## src/core/dtt_pkg.sv

```systemverilog
// constants and encodings for the debug trigger and trace control block
// assumes one APB master and CPU bus signals on the same clock
// How it works
// - four-bit mode field picks nine modes
// - start select picks begin or end trace
// - address entries normally, data bytes in event modes
// - direction check adds read/write as input
// - opcode qualify waits for tagged opcode execution
// - event modes bypass opcode qualification
// - begin trace fills after trigger, stops full
// - end trace fills circularly, stops at trigger
// - circular fill keeps eight newest entries
// - arm write starts run, clears flags, count
// - writing arm or enable zero stops run
// - A-only: address equals A sets A, triggers
// - A-or-B: either match sets its flag
// - A-then-B: B counts only after A flag
// - event B: B match sets B, triggers
// - A-then-event-B: A first, then B triggers
// - A-and-B data: address A, data byte B
// - data bus chosen by A direction setting
// - A-and-not-B: address A, data differs B
// - inside range A to B sets both
// - outside range sets A below, B above
// - event modes always begin trace, trigger first
// - break request at trigger or fill
package dtt_pkg;
  // ****************************************
  // register offsets
  // ****************************************
  localparam logic [7:0] OFS_COMP_A  = 8'h00; // comparator a value
  localparam logic [7:0] OFS_COMP_B  = 8'h04; // comparator b value
  localparam logic [7:0] OFS_CTRL    = 8'h08; // debug_control_reg
  localparam logic [7:0] OFS_TRIG    = 8'h0C; // trigger_control_reg
  localparam logic [7:0] OFS_STATUS  = 8'h10; // debug_status_reg
  localparam logic [7:0] OFS_FIFO_HI = 8'h14; // trace entry high byte
  localparam logic [7:0] OFS_FIFO_LO = 8'h18; // trace entry low, advances
  // ****************************************
  // field positions
  // ****************************************
  localparam int CTL_EN    = 7; // debug_unit_enable
  localparam int CTL_ARM   = 6; // arm bit
  localparam int CTL_TAG   = 5; // break type, stored only
  localparam int CTL_BRKEN = 4; // break request enable
  localparam int CTL_RWA   = 3; // a_direction_value, 1 read
  localparam int CTL_A_DIRECTION_CHECK_EN = 2; // a_direction_check_en
  localparam int CTL_RWB   = 1; // b_direction_value, 1 read
  localparam int CTL_B_DIRECTION_CHECK_EN = 0; // b_direction_check_en
  localparam int TRG_SEL   = 7; // opcode_qualify_select
  localparam int TRG_BEGIN = 6; // begin trace select
  localparam int ST_RUN_ACTIVE_FLAG   = 7; // run_active_flag
  localparam int ST_AF     = 6; // match_a_flag
  localparam int ST_BF     = 5; // match_b_flag
  // ****************************************
  // reset values and counts
  // ****************************************
  localparam logic [15:0] RST_COMP = 16'h0000;
  localparam logic [7:0]  RST_REG  = 8'h00;
  localparam logic [3:0]  CNT_FULL = 4'h8; // eight entries
  localparam logic [3:0]  CNT_LAST = 4'h7;
  localparam int          FIFO_N   = 8;
  // trigger_mode_field encodings
  typedef enum logic [3:0] {
    MODE_A_ONLY  = 4'h0,
    MODE_A_OR_B  = 4'h1,
    MODE_A_THN_B = 4'h2,
    MODE_EV_B    = 4'h3,
    MODE_A_EV_B  = 4'h4,
    MODE_A_AND_D = 4'h5,
    MODE_A_NOT_D = 4'h6,
    MODE_INSIDE  = 4'h7,
    MODE_OUTSIDE = 4'h8
  } dtt_mode_e;
endpackage

```

## src/core/dtt_top.sv

```systemverilog
// debug trigger and trace capture with an APB register slave
// assumes CPU bus, change-of-flow and pipe signals on I_CLK
`timescale 1ns/10ps
module dtt_top #(
  parameter int PIPE_DEPTH = 3 // tracking stages, at least 2
) (
  input  wire logic        I_CLK,
  input  wire logic        I_RST,
  input  wire logic        I_PSEL,
  input  wire logic        I_PENABLE,
  input  wire logic        I_PWRITE,
  input  wire logic [7:0]  I_PADDR,
  input  wire logic [31:0] I_PWDATA,
  output logic      [31:0] O_PRDATA,
  output logic             O_PREADY,
  output logic             O_PSLVERR,
  input  wire logic [15:0] I_CPU_ADDR,
  input  wire logic [7:0]  I_CPU_RDATA,
  input  wire logic [7:0]  I_CPU_WDATA,
  input  wire logic        I_CPU_RW,
  input  wire logic        I_CPU_CYCLE,
  input  wire logic        I_COF_VALID,
  input  wire logic [15:0] I_COF_ADDR,
  input  wire logic        I_PIPE_ADV,
  input  wire logic        I_PIPE_FLUSH,
  output logic             O_BREAK_REQ
);
  import dtt_pkg::*;

  // ****************************************
  // state
  // ****************************************
  logic [15:0] comp_a_q;          // comparator a
  logic [15:0] comp_b_q;          // comparator b
  logic [7:0]  ctrl_q;            // debug_control_reg bits
  logic [7:0]  trig_q;            // trigger_control_reg bits
  logic        run_q;             // run_active_flag
  logic        af_q;              // match_a_flag
  logic        bf_q;              // match_b_flag
  logic        seen_q;            // trigger seen in begin run
  logic [3:0]  cnt_q;             // entry_count_field
  logic [2:0]  wr_ptr_q;          // next slot to fill
  logic [2:0]  rd_ptr_q;          // read-out slot
  logic [15:0] fifo_q [FIFO_N];   // trace entries
  logic        pready_q;
  logic        brk_q;
  logic [31:0] prdata_q;
  logic        pslverr_q;

  // ****************************************
  // bus decode
  // ****************************************
  logic acc, done, wr, mapped, start, stop_wr;
  logic [31:0] rd_mux;
  // one wait state: answer comes the cycle after access starts
  assign acc    = I_PSEL && I_PENABLE && !pready_q;
  assign done   = I_PSEL && I_PENABLE && pready_q;
  assign wr     = done && I_PWRITE;
  assign mapped = (I_PADDR == OFS_COMP_A) || (I_PADDR == OFS_COMP_B) ||
                  (I_PADDR == OFS_CTRL) || (I_PADDR == OFS_TRIG) ||
                  (I_PADDR == OFS_STATUS) || (I_PADDR == OFS_FIFO_HI) ||
                  (I_PADDR == OFS_FIFO_LO);
  // arm needs the enable written in the same word
  assign start   = wr && (I_PADDR == OFS_CTRL) && I_PWDATA[CTL_ARM] &&
                   I_PWDATA[CTL_EN];
  assign stop_wr = wr && (I_PADDR == OFS_CTRL) &&
                   (!I_PWDATA[CTL_ARM] || !I_PWDATA[CTL_EN]);

  // ****************************************
  // mode decode and comparators
  // ****************************************
  dtt_mode_e mode;
  logic ev, beg, use_tag, rwa_ok, rwb_ok, eqa, eqb, deq;
  logic [7:0] dsel;
  assign mode    = dtt_mode_e'(trig_q[3:0]);
  assign ev      = (mode == MODE_EV_B) || (mode == MODE_A_EV_B);
  // event modes always begin trace
  assign beg     = trig_q[TRG_BEGIN] || ev;
  // software should not pair these, but hardware shields it anyway
  assign use_tag = trig_q[TRG_SEL] && !ev;
  // direction acts as an extra comparator input
  assign rwa_ok  = !ctrl_q[CTL_A_DIRECTION_CHECK_EN] ||
                   (I_CPU_RW == ctrl_q[CTL_RWA]);
  assign rwb_ok  = !ctrl_q[CTL_B_DIRECTION_CHECK_EN] ||
                   (I_CPU_RW == ctrl_q[CTL_RWB]);
  assign eqa     = I_CPU_ADDR == comp_a_q;
  assign eqb     = I_CPU_ADDR == comp_b_q;
  // write bus only when a checks for writes
  assign dsel    = (ctrl_q[CTL_A_DIRECTION_CHECK_EN] && !ctrl_q[CTL_RWA]) ?
                   I_CPU_WDATA : I_CPU_RDATA;
  assign deq     = dsel == comp_b_q[7:0];

  // raw hits per comparator before opcode tracking
  logic [1:0] hit;
  logic       live;
  assign live = run_q && I_CPU_CYCLE && !start;
  always_comb begin
    hit = 2'b00;
    if (live) begin
      unique case (mode)
        MODE_A_ONLY: hit = {1'b0, eqa && rwa_ok};
        MODE_A_OR_B, MODE_A_THN_B, MODE_A_EV_B: begin
          hit = {eqb && rwb_ok, eqa && rwa_ok};
        end
        MODE_EV_B: hit = {eqb && rwb_ok, 1'b0};
        MODE_A_AND_D: hit = {2{eqa && rwa_ok && deq}};
        MODE_A_NOT_D: hit = {2{eqa && rwa_ok && !deq}};
        MODE_INSIDE: begin
          // range test uses both direction checks
          hit = {2{(I_CPU_ADDR >= comp_a_q) && (I_CPU_ADDR <= comp_b_q)
                   && rwa_ok && rwb_ok}};
        end
        MODE_OUTSIDE: begin
          hit = {(I_CPU_ADDR > comp_b_q) && rwb_ok,
                 (I_CPU_ADDR < comp_a_q) && rwa_ok};
        end
        default: hit = 2'b00; // unused codes never trigger
      endcase
    end
  end

  // ****************************************
  // opcode tracking, one shift per comparator
  // ****************************************
  logic [1:0] tag_out, qual;
  genvar g;
  for (g = 0; g < 2; g++) begin : g_pipe
    logic [PIPE_DEPTH-1:0] stg_q; // tag travelling with the opcode
    // a flush drops tags whose opcodes were thrown away
    always_ff @(posedge I_CLK) begin
      if (I_RST || I_PIPE_FLUSH || !run_q) begin
        stg_q <= '0;
      end else if (I_PIPE_ADV) begin
        stg_q <= {stg_q[PIPE_DEPTH-2:0], hit[g]};
      end else begin
        stg_q[0] <= stg_q[0] | hit[g];
      end
    end
    // fires only when the tagged opcode leaves the pipe end
    assign tag_out[g] = I_PIPE_ADV && stg_q[PIPE_DEPTH-1] && run_q;
  end
  assign qual = use_tag ? tag_out : hit;

  // ****************************************
  // flag and trigger decision
  // ****************************************
  logic set_a, set_b, trig;
  always_comb begin
    set_a = qual[0];
    set_b = qual[1];
    trig  = 1'b0;
    unique case (mode)
      MODE_A_ONLY: trig = qual[0];
      MODE_A_OR_B, MODE_OUTSIDE: trig = |qual;
      MODE_A_THN_B, MODE_A_EV_B: begin
        // b only counts once a has been seen
        set_b = qual[1] && af_q;
        trig  = set_b;
      end
      MODE_EV_B: trig = qual[1];
      MODE_A_AND_D, MODE_A_NOT_D, MODE_INSIDE: trig = qual[0];
      default: trig = 1'b0;
    endcase
  end

  // ****************************************
  // trace storage control
  // ****************************************
  logic store, fill_end, trig_end;
  logic [15:0] entry;
  // event modes store the data byte, high byte zero
  assign entry = ev ? {8'h00, (I_CPU_RW ? I_CPU_RDATA : I_CPU_WDATA)}
                    : I_COF_ADDR;
  always_comb begin
    store = 1'b0;
    if (run_q && !start) begin
      if (ev) begin
        store = set_b && (trig || seen_q);
      end else if (beg) begin
        store = I_COF_VALID && seen_q;
      end else begin
        store = I_COF_VALID;
      end
    end
  end
  assign fill_end = run_q && beg && store && (cnt_q == CNT_LAST);
  assign trig_end = run_q && !beg && trig && !start;

  // run flag: arm starts, fill or trigger or a write ends
  always_ff @(posedge I_CLK) begin
    if (I_RST) begin
      run_q <= 1'b0;
    end else if (start) begin
      run_q <= 1'b1;
    end else if (stop_wr || fill_end || trig_end) begin
      run_q <= 1'b0;
    end
  end

  // begin runs remember that the trigger has passed
  always_ff @(posedge I_CLK) begin
    if (I_RST || start) begin
      seen_q <= 1'b0;
    end else if (run_q && trig) begin
      seen_q <= 1'b1;
    end
  end

  // flags: cleared by arming, otherwise sticky
  always_ff @(posedge I_CLK) begin
    if (I_RST) begin
      af_q <= 1'b0;
      bf_q <= 1'b0;
    end else if (start) begin
      af_q <= 1'b0;
      bf_q <= 1'b0;
    end else begin
      af_q <= af_q | set_a;
      bf_q <= bf_q | set_b;
    end
  end

  // count saturates at eight, pointer wraps over oldest entry
  always_ff @(posedge I_CLK) begin
    if (I_RST || start) begin
      cnt_q    <= 4'h0;
      wr_ptr_q <= 3'h0;
    end else if (store) begin
      wr_ptr_q <= wr_ptr_q + 3'h1;
      if (cnt_q != CNT_FULL) begin
        cnt_q <= cnt_q + 4'h1;
      end
    end
  end

  // entry array, cleared so reads before any run show zero
  always_ff @(posedge I_CLK) begin
    if (I_RST) begin
      for (int i = 0; i < FIFO_N; i++) begin
        fifo_q[i] <= 16'h0000;
      end
    end else if (store) begin
      fifo_q[wr_ptr_q] <= entry;
    end
  end

  // read-out pointer starts at slot zero, or at the write pointer when an end run triggers with eight entries
  always_ff @(posedge I_CLK) begin
    if (I_RST || start) begin
      rd_ptr_q <= 3'h0;
    end else if (trig_end) begin
      rd_ptr_q <= (cnt_q == CNT_FULL) ? wr_ptr_q : 3'h0;
    end else if (done && !I_PWRITE && (I_PADDR == OFS_FIFO_LO) &&
                 !run_q) begin
      // reads while armed would scramble order, so they hold
      rd_ptr_q <= rd_ptr_q + 3'h1;
    end
  end

  // break request pulse
  always_ff @(posedge I_CLK) begin
    if (I_RST) begin
      brk_q <= 1'b0;
    end else begin
      brk_q <= ctrl_q[CTL_BRKEN] && (trig_end || fill_end);
    end
  end

  // ****************************************
  // registers written by software
  // ****************************************
  // comparators and trigger setup are frozen while armed
  always_ff @(posedge I_CLK) begin
    if (I_RST) begin
      comp_a_q <= RST_COMP;
      comp_b_q <= RST_COMP;
      trig_q   <= RST_REG;
    end else if (wr && !ctrl_q[CTL_ARM]) begin
      if (I_PADDR == OFS_COMP_A) comp_a_q <= I_PWDATA[15:0];
      if (I_PADDR == OFS_COMP_B) comp_b_q <= I_PWDATA[15:0];
      if (I_PADDR == OFS_TRIG) trig_q <= {I_PWDATA[7:6], 2'b00,
                                           I_PWDATA[3:0]};
    end
  end

  // enable and arm always writable, rest only when disarmed
  always_ff @(posedge I_CLK) begin
    if (I_RST) begin
      ctrl_q <= RST_REG;
    end else if (wr && (I_PADDR == OFS_CTRL)) begin
      ctrl_q[CTL_EN]  <= I_PWDATA[CTL_EN];
      ctrl_q[CTL_ARM] <= start;
      if (!ctrl_q[CTL_ARM]) ctrl_q[5:0] <= I_PWDATA[5:0];
    end else if (fill_end || trig_end) begin
      ctrl_q[CTL_ARM] <= 1'b0; // run completion drops arm
    end
  end

  // ****************************************
  // read data and answer
  // ****************************************
  always_comb begin
    rd_mux = 32'h0000_0000;
    unique case (I_PADDR)
      OFS_COMP_A:  rd_mux = {16'h0000, comp_a_q};
      OFS_COMP_B:  rd_mux = {16'h0000, comp_b_q};
      OFS_CTRL:    rd_mux = {24'h000000, ctrl_q};
      OFS_TRIG:    rd_mux = {24'h000000, trig_q};
      OFS_STATUS:  rd_mux = {24'h000000, run_q, af_q, bf_q, 1'b0, cnt_q};
      OFS_FIFO_HI: rd_mux = {24'h000000, fifo_q[rd_ptr_q][15:8]};
      OFS_FIFO_LO: rd_mux = {24'h000000, fifo_q[rd_ptr_q][7:0]};
      default:     rd_mux = 32'h0000_0000; // unmapped reads zero
    endcase
  end

  // answer registered, data captured with it
  always_ff @(posedge I_CLK) begin
    if (I_RST) begin
      pready_q  <= 1'b0;
      pslverr_q <= 1'b0;
      prdata_q  <= 32'h0000_0000;
    end else begin
      pready_q  <= acc;
      pslverr_q <= acc && !mapped;
      prdata_q  <= (acc && !I_PWRITE) ? rd_mux : 32'h0000_0000;
    end
  end

  assign O_PREADY    = pready_q;
  assign O_PSLVERR   = pslverr_q;
  assign O_PRDATA    = prdata_q;
  assign O_BREAK_REQ = brk_q;
endmodule

```

## config.mk

```make
export PLATFORM = sky130hd
export DESIGN_NAME = dtt_top
export DESIGN_NICKNAME = d
export VERILOG_FILES = /design/src/core/dtt_pkg.sv /design/src/core/dtt_top.sv
export SDC_FILE = /design/constraint.sdc
export NUM_CORES = 1
export LEC_CHECK = 0
export BUFFER_PORTS_ARGS = -buffer_cell sky130_fd_sc_hd__buf_2
export CAP_MARGIN = 10
export CORE_MARGIN = 4
export CORE_UTILIZATION = 35
export CTS_CLUSTER_DIAMETER = 60
export CTS_CLUSTER_SIZE = 25
export DETAILED_ROUTE_END_ITERATION = 8
export GPL_ROUTABILITY_DRIVEN = 0
export PLACE_DENSITY_LB_ADDON = 0.05
export SYNTH_ARGS = -nofsm -noshare
export SYNTH_HDL_FRONTEND = slang
export SYNTH_SLANG_ARGS = --single-unit
```

## constraint.sdc

```tcl
create_clock -name I_CLK -period 6.7 [get_ports I_CLK]
set_input_delay 0.335 -clock I_CLK [delete_from_list [all_inputs] [get_ports I_CLK]]
set_output_delay 0.335 -clock I_CLK [all_outputs]
set_load 0.05 [all_outputs]
```

==> metrics.yaml, run 1 <==
drt:
  via_per_inst: 5.19
  routed_wirelength_mm: 32.4
  route.detailed.drc: 0
  wire_per_inst_um: 21.0
  postRouteAntennaNets: 0
  drt_first_pass_iters: 5
  vias: 8009
  dr.first_iter.drc_count: 564
clock_tree:
  post_cts.repair.setup_buffers: 0
  cts_resized: 0
  cts_tree: "yes"
  clock-root-buffer: "clkbuf_16"
  clock_path_buffers: 3
  cts_max_level: 1
  cts.sinks: 216
  cts_buffers: 24
  clock_latency_ps: 530
  cts_hold_repair.buffers: 0
  clk_pin_slew_ps: 70
pwr:
  vdd_drop_max_mv: 0.175
  power.leakage_nw: 4.34
  total_power_w: 0.00298
  power_density_nw_per_um2: 238
floorplan:
  row_count: 64
  fp.dieW_um: 184
  die_h_um: 184
  pin_count: 133
  coreArea_sq_um: 30700
  die_area_sq_um: 34000
  start_util: 0.355
status:
  outcome: "finished clean"
timing:
  hold_viol_final: 0
  slew_headroom: 0.327
  fin_setup_tns_ps: 0
  setup_viol: 0
  worst_hold_slack_ps: 67.1
  fmax_mhz: 231
  timing_worst_slew_pin_value_ps: 1000
  min_period_ps: 4330
  slew_viol_final: 0
  grt_setup_unrepaired: "false"
  fin_skew_ps: 26.1
  timing.final.ws_setup_ps: 2370
  finalCritPeriodShare: 0.647
global_routing:
  grt_pass1_vias: 8097
  grt_pass1_wl_mm: 48.7
  grt_usage: 0.187
  globalRoute.totalOverflow: 0
  grt_max_degree: 53
  antenna_found_initial: 0
final_layout:
  multi_input_area_sq_um: 4850
  antenna_cells: 0
  nets: 1263
  drive_gt1_frac: 0.182
  regArea_sq_um: 5610
  nFillCells: 3045
  area_delta_synth_final_pct: 14.7
yosys:
  synth_top_area_frac: 0.353
  syn_inst: 1051
  yosysTopAreaCell: "edfxtp_1"
  syn_avg_cell_area_sq_um: 10.4
  synth_cell_types: 75
  synth_edf_count: 128
  async_reset_ff_frac: 0
  synth-seq-area-share: 0.514
  netlist_area_sq_um: 10900
  ys_warn_count: 0
  synth-seq-cells: 216
  ys.flop_type: "edfxtp_1"
  synthTopCellsByArea: "edfxtp_1 35%, dfxtp_1 16%, mux4_2 6.6%"
placed_design:
  hpwl_mm: 22.5
  post-place-ws_ps: 2240
  numPortBuffers: 100
worst_setup_path:
  worstPathCellList: "or3b_1 > a21oi_2 > buf_4 > or4b_1 > o31ai_2 > o21ai_2 > a31oi_4 > nor3b_2 > nand3b_1 > nand2_1"
  crit_path_max_incr_delay_ps: 780
  crit_path_end_kind: "flop"
  cpMaxStageDelayCell: "nand2_1"
  critPathLaunchType: "flop"
  critPathMaxFanout: 21
  critPathKind: "reg2reg"
  arrival_ps: 4480
  critPathRequiredTime_ps: 6850
job:
  cap_violations: 0
min_path:
  hp-class: "in2reg"
cells in the mapped netlist (3+ instances only):
library cell / n
nor2_1: 159
nand2_1: 132
edfxtp_1: 128
dfxtp_1: 88
a21oi_1: 73
inv_1: 44
nand3_1: 44
clkbuf_1: 42
mux2i_1: 38
ha_1: 36
mux4_2: 32
buf_4: 16
xor2_1: 15
a22oi_1: 14
o21ai_0: 14
nand2b_1: 12
nand4_1: 11
buf_1: 10
nor3_1: 10
a31oi_1: 9
o21ai_1: 8
o22a_1: 8
xnor2_1: 7
nor2b_1: 6
or3_1: 6
and3_1: 5
o31ai_1: 5
a21o_1: 4
a221oi_1: 4
nand3b_1: 4
o211ai_1: 4
a41o_1: 3
buf_2: 3
nand3b_2: 3
nor3b_1: 3
final cells by class:
| cell class | instances | share of cell area |
|---|---|---|
| sequential | 216 | 0.448 |
| clock inverter | 15 | 0.0134 |
| multi-input combinational | 734 | 0.388 |
| clock buffer | 28 | 0.0517 |
| inverter | 44 | 0.0132 |
| timing repair buffer | 109 | 0.0454 |
| tap | 396 | 0.0396 |
path summary, 6_finish.rpt:
check               start           end  slack [ps]  cells past startpoint
min reg2reg     ctrl_q[7]     ctrl_q[7]         460                      2
max reg2reg     trig_q[0]  fifo_q[4][9]        2370                     10
max             trig_q[0]  fifo_q[4][9]        2370                     10
min          I_PWDATA[10]  comp_b_q[10]          70                      3
power by group:
group          leakage (nW)  total [W]  switching [W]  internal [W]
Combinational          1.99   0.000165       0.000114     0.0000519
Clock                 0.385    0.00137       0.000616      0.000756
Sequential             1.96    0.00145     0.00000894       0.00144
Total                  4.34    0.00298       0.000738       0.00224
per-stage QoR:
stage          cell area (sq um)  utilization  cells
2_1_floorplan              11000            -   1066
3_3_place_gp               11700        0.381   1499
3_5_place_dp               11700        0.381   1499
4_1_cts                    12500        0.408   1542
5_1_grt                    12500        0.408   1542
6_report                   12500        0.408   1542
metal layers:
layer	routed length, um	global-route usage	part of all wire
met3	1370	0.0219	0.042
met5	0	0	0
met1	14500	0.256	0.45
met4	928	0.0524	0.029
met2	15600	0.316	0.48
worst max-delay path, delay by kind of cell (launching register included):
family	cells	cell delay, ps
flops	1	670
simple gates	5	2420
compound gates	4	640
buf+inv	1	240
logic make-up after synthesis:
| group | after synthesis | share of synthesized area |
|---|---|---|
| other cells | 1 | 0.000344 |
| mux | 71 | 0.102 |
| xor+xnor | 22 | 0.0177 |
| buf+inv | 116 | 0.0465 |
| flops | 216 | 0.514 |
| fa+ha+maj | 37 | 0.0422 |
| compound gates | 169 | 0.100 |
| simple gates | 419 | 0.176 |
flip-flops by register name (all words and copies together) (netlist names), named ones only:
signal	count
fifo_q	128
O_PRDATA	16
comp_a_q	16
comp_b_q	16
ctrl_q	8
g_pipe.stg_q	6
trig_q	6
cnt_q	4
rd_ptr_q	3
wr_ptr_q	3
O_BREAK_REQ	1
O_PREADY	1
O_PSLVERR	1
af_q	1
bf_q	1
run_q	1
seen_q	1
placed cells by master (no fill, tap or decap), types with 5 or more instances in the layout:
cell type and n:
dfxtp_1 87, mux4_2 32, and3_1 5, a21oi_1 73, o21ai_0 14, nor2b_1 5, nor3_1 10, nand2b_1 12
o21ai_1 8, buf_4 9, ha_1 36, nor2_1 159, nand4_1 11, nand3_1 44, xnor2_1 7, or3_1 6
edfxtp_1 128, nand2_1 132, mux2i_1 38, xor2_1 15, o31ai_1 5, o22a_1 8, inv_1 44, a22oi_1 14
buf_2 100, clkbuf_16 25, conb_1 16, a31oi_1 9
Power figures use the tool's default switching activity.
==> inputs of run 2 (changes only) <==
- ABC_AREA: default -> 1
- clock period: 6.7 -> 4.5 ns (I/O delays scaled with it)
==> metrics.yaml, run 2 <==
worst_setup_path:
  cpMostUsedCell: "nand2_1"
  worstPathCellList: "inv_1 > ha_1 > nand2_1 > nor2_1 > nand4_1 > nor2_1 > inv_1 > nor2_1 > nand2_1 > nand2_1 > nand2_1 > nand3b_1 > nand3_1 > nand2_1 > nand2_1 > nand3_1 > nand2_1 > nand2_4 > nand2_4 > nor2_8 > nand2_4 > nand2_1 > buf_12"
  arrival_ps: 3940
  critPathLaunchType: "flop"
  crit_path_max_incr_delay_ps: 350
  critPathKind: "reg2reg"
  path_delay_family: "simple AND/OR/NAND/NOR gates"
  critPathRequiredTime_ps: 4740
  critPathMaxFanout: 17
  cpMaxStageDelayCell: "dfxtp_1"
  crit_path_end_kind: "flop"
  r2r_slack_ps: 790
  critPathBufInv: 3
drt:
  route.detailed.drc: 0
  vias: 8937
  via_per_inst: 5.07
  postRouteAntennaNets: 0
  drt_first_pass_iters: 5
  wire_per_inst_um: 19.4
  dr.first_iter.drc_count: 527
  routed_wirelength_mm: 34.1
yosys:
  netlist_area_sq_um: 10700
  synth_edf_count: 128
  syn_avg_cell_area_sq_um: 8.69
  synthXorXnorAreaFrac: 0.00489
  yosysTopAreaCell: "edfxtp_1"
  yosys.area_share.simple: 0.201
  synth_top_family_by_area: "simple AND/OR/NAND/NOR gates"
  synth_top_area_frac: 0.358
  syn_inst: 1237
  synth_cell_types: 46
  ys_warn_count: 0
  yosysMostFrequentCell: "nor2_1"
  synth-seq-cells: 216
  synthAdderAreaFrac: 0.0419
  synthTopCellsByArea: "edfxtp_1 36%, dfxtp_1 16%, nor2_1 9.1%"
  synth.top_cells.by_count: "260 x nor2_1, 184 x nand2_1, 128 x edfxtp_1, 105 x inv_1, 100 x o21ai_0"
  ys.flop_type: "edfxtp_1"
  synth-compound-area-share: 0.140
  synth-seq-area-share: 0.522
  synthMuxAreaShare: 0.0177
  async_reset_ff_frac: 0
global_routing:
  grt_pass1_wl_mm: 52.3
  grt_max_degree: 65
  grt_usage: 0.201
  globalRoute.totalOverflow: 0
  grt_pass1_vias: 8903
  antenna_found_initial: 2
floorplan:
  start_util: 0.359
  fp.dieW_um: 183
  row_count: 63
  coreArea_sq_um: 30000
  pin_count: 133
  die_h_um: 183
  die_area_sq_um: 33600
clock_tree:
  post_cts.repair.setup_buffers: 0
  cts_max_level: 1
  cts.sinks: 216
  clock_path_buffers: 3
  clk_pin_slew_ps: 70
  clock_latency_ps: 530
  cts_tree: "yes"
  cts_buffers: 25
  clock-root-buffer: "clkbuf_16"
timing:
  setup_viol: 0
  grt_setup_unrepaired: "false"
  slew_viol_final: 0
  fmax_mhz: 270
  min_period_ps: 3710
  fin_setup_tns_ps: 0
  hold_viol_final: 0
  slew_headroom: 0.292
  finalCritPeriodShare: 0.824
  timing_worst_slew_pin_value_ps: 1050
  fin_skew_ps: 14.3
min_path:
  hp-class: "in2reg"
final_layout:
  final_common_cell: "nor2_1"
  drive_gt1_frac: 0.142
  nets: 1488
  regMostFlops: "fifo_q"
  area_delta_synth_final_pct: 17.5
  final_area_sq_um: 12600
  largest_reg_flops: 128
  mostFrequentLayoutCells: "260 x nor2_1, 184 x nand2_1, 128 x edfxtp_1"
placed_design:
  numPortBuffers: 100
  hpwl_mm: 23.3
  postPlaceCellArea_sq_um: 11700
pwr:
  power_density_nw_per_um2: 353
  vdd_drop_max_mv: 0.249
  power.leakage_nw: 5.25
job:
  cap_violations: 0
status:
  outcome: "finished clean"
==> run 2: power by group <==
group,leakage [nW],internal (W),switching (W)
Sequential,2.03,0.00212,0.00000994
Clock,0.411,0.00109,0.000979
Combinational,2.81,0.0000804,0.000179
Total,5.25,0.00329,0.00117
==> run 2: path summary, 6_finish.rpt <==
path,startpoint,to,depth (start not counted)
setup / recovery,comp_a_q[6],fifo_q[5][15],23
hold / removal,I_PWDATA[4],ctrl_q[4],3
setup reg to reg,comp_a_q[6],fifo_q[5][15],23
hold reg to reg,comp_b_q[11],O_PRDATA[11],2
==> run 2: logic make-up after synthesis <==
group                      Yosys count
other                                1
and+or+nand+nor                    525
AOI/OAI and AO/OA                  256
buffers and inverters              178
adders and majority gates           36
xor gates and xnor gates             6
DFF                                216
muxes                               19
==> run 2: what timing repair did <==
item                                   CTS  global route
resized for setup                        0             0
endpoints found under the hold margin   22             0
hold buffers                            14             0
==> run 2: routing by layer <==
| layer | global-route usage | part of all wire | vias to the layer above |
|---|---|---|---|
| met2 | 0.342 | 0.48 | 200 |
| met3 | 0.0240 | 0.040 | 56 |
| met4 | 0.0623 | 0.029 | 2 |
| li1 | - | - | 4427 |
| met5 | 0 | 0.00038 | - |
| met1 | 0.270 | 0.45 | 4252 |
==> run 2: through the flow <==
step	worst slack (ps)	instances	util	hold slack, ps	power (W)
floorplan	1360	1252	-	360	0.00233
CTS	763	1762	0.422	0.0883	0.00452
detailed placement	790	1703	0.389	452	0.00243
finish	792	1763	0.422	37.8	0.00446
global placement	809	1703	0.389	449	0.00243
global route	448	1763	0.422	19.0	0.00464
==> run 2: layout make-up <==
type	count	area [sq um]
sequential	216	5610
clock inverter	20	211
antenna	1	2.50
tap	390	488
multi-input combinational	858	4420
fill	3055	17300
clock buffer	25	626
timing repair buffer	140	848
inverter	113	424
==> run 2: worst min-delay path, stage by stage <==
cell	delay, ps
buf_2	140
nor2_1	60
nor2_1	100
==> inputs of run 3 (changes only) <==
- clock period: 4.5 -> 3.2 ns (I/O delays scaled with it)
==> metrics.yaml, run 3 (synthesized netlist as in run 2, its figures left out) <==
global_routing:
  grt_pass1_wl_mm: 53.4
  grt_max_degree: 65
  grt_usage: 0.205
  globalRoute.totalOverflow: 0
  antenna_found_initial: 1
  grt_pass1_vias: 9102
placed_design:
  numPortBuffers: 100
  hpwl_mm: 24.1
min_path:
  hp-class: "in2reg"
drt:
  via_per_inst: 5.05
  vias: 9205
  postRouteAntennaNets: 0
  drt_first_pass_iters: 5
  route.detailed.drc: 0
  dr.first_iter.drc_count: 521
  routed_wirelength_mm: 35.9
  wire_per_inst_um: 19.7
final_layout:
  area_delta_synth_final_pct: 28.0
  largest_reg_flops: 128
  nets: 1545
  mostFrequentLayoutCells: "228 x nor2_1, 169 x nand2_1, 128 x edfxtp_1"
  drive_gt1_frac: 0.221
  final_common_cell: "nor2_1"
  finalCoreUtilization: 0.459
  regMostFlops: "fifo_q"
worst_setup_path:
  cpMostUsedCell: "nand2_4"
  critPathKind: "reg2reg"
  r2r_slack_ps: 60
  critPathLaunchType: "flop"
  crit_path_max_incr_delay_ps: 330
  critPathMaxFanout: 8
  cpMaxStageDelayCell: "dfxtp_2"
  critPathRequiredTime_ps: 3450
  arrival_ps: 3390
  crit_path_end_kind: "flop"
pwr:
  combPwrFrac: 0.070
  vdd_drop_max_mv: 0.329
  p_int_w: 0.00479
  power.leakage_nw: 5.65
  p_seq_frac: 0.469
  switching_share: 0.253
  pwr-share-clk: 0.461
  switching_power_w: 0.00162
  power_density_nw_per_um2: 466
  total_power_w: 0.00641
timing:
  fmax_mhz: 319
  timing_worst_slew_pin_value_ps: 1250
  grt_setup_unrepaired: "true"
  min_period_ps: 3140
  worst_hold_slack_ps: 15.2
  hold_viol_final: 0
  fin_skew_ps: 13.4
  fin_setup_tns_ps: 0
  slew_viol_final: 0
  slew_headroom: 0.155
  setup_viol: 0
  finalCritPeriodShare: 0.981
clock_tree:
  clock-root-buffer: "clkbuf_16"
  cts.sinks: 216
  clock_latency_ps: 540
  cts_tree: "yes"
  clock_path_buffers: 3
  cts_max_level: 1
  cts_buffers: 26
  clk_pin_slew_ps: 70
floorplan:
  row_count: 63
  die_area_sq_um: 33600
  fp.dieW_um: 183
  start_util: 0.359
  die_h_um: 183
  coreArea_sq_um: 30000
  pin_count: 133
status:
  outcome: "finished clean"
job:
  cap_violations: 0
==> run 3: cell types whose count changed in the layout (fill, tap and decap cells not counted), moves of 7 or more <==
cell	delta
nor2_1	-32
nand2_1	-15
buf_4	+20
buf_12	+10
clkbuf_16	+8
nor2_2	+29
buf_6	+9
dlygate4sd3_1	+7
==> run 3: repair_timing <==
action / 4_1_cts / 5_1_grt
gates cloned: 2 / 7
hold buffers: 21 / 0
pin swaps: 1 / 19
hold endpoints to repair: 49 / 0
resized for setup: 11 / 104
endpoints found under the setup margin: 61 / 261
buffers inserted: 3 / 2
==> run 3: power groups by stage <==
| stage | Sequential [W] | Clock [W] | Combinational (W) |
|---|---|---|---|
| after floorplan | 0.00306 | 0 | 0.000208 |
| after global placement | 0.00306 | 0 | 0.000375 |
| after detailed placement | 0.00307 | 0 | 0.000375 |
| after CTS | 0.00300 | 0.00302 | 0.000407 |
| after global routing | 0.00301 | 0.00314 | 0.000489 |
| final | 0.00300 | 0.00296 | 0.000448 |
==> run 3: worst paths after layout <==
| check | startpoint | cells after the start | endpoint |
|---|---|---|---|
| worst max-delay path | comp_a_q[4] | 25 | fifo_q[7][2] |
| worst min-delay path | I_PENABLE | 5 | O_PREADY |
| worst max register to register | comp_a_q[4] | 25 | fifo_q[7][2] |
| worst min register to register | comp_b_q[13] | 2 | O_PRDATA[13] |
==> run 3: metrics by stage <==
| stage | worst slack (ps) | instances | cell area [sq um] |
|---|---|---|---|
| 3_5_place_dp | -15.0 | 1738 | 12000 |
| 2_1_floorplan | 62.8 | 1252 | 10800 |
| 4_1_cts | -2.45 | 1812 | 13200 |
| 6_report | 61.3 | 1822 | 13800 |
| 5_1_grt | -154 | 1822 | 13800 |
| 3_3_place_gp | -10.4 | 1738 | 12000 |
==> run 3: routing by layer <==
metal / part of all wire / track usage
met5: 0 / 0
met4: 0.027 / 0.0548
met3: 0.036 / 0.0280
met2: 0.49 / 0.350
met1: 0.45 / 0.275
==> run 3: final cells by class <==
class	instances	area, sq um
clock inverters	18	149
fillers	2985	16200
diodes	1	2.50
inverters	113	429
clock buffers	30	707
well taps	390	488
repair buffers	196	1610
multi-input cells	858	4760
flip-flops and latches	216	5610
==> run 3: worst max-delay path, delay by kind of cell (launching register included) <==
family	cells	cell delay, ps
AND/OR/NAND/NOR	19	1700
buffers and inverters	5	530
flip-flops	1	330
adder cells (fa/ha/maj)	1	270
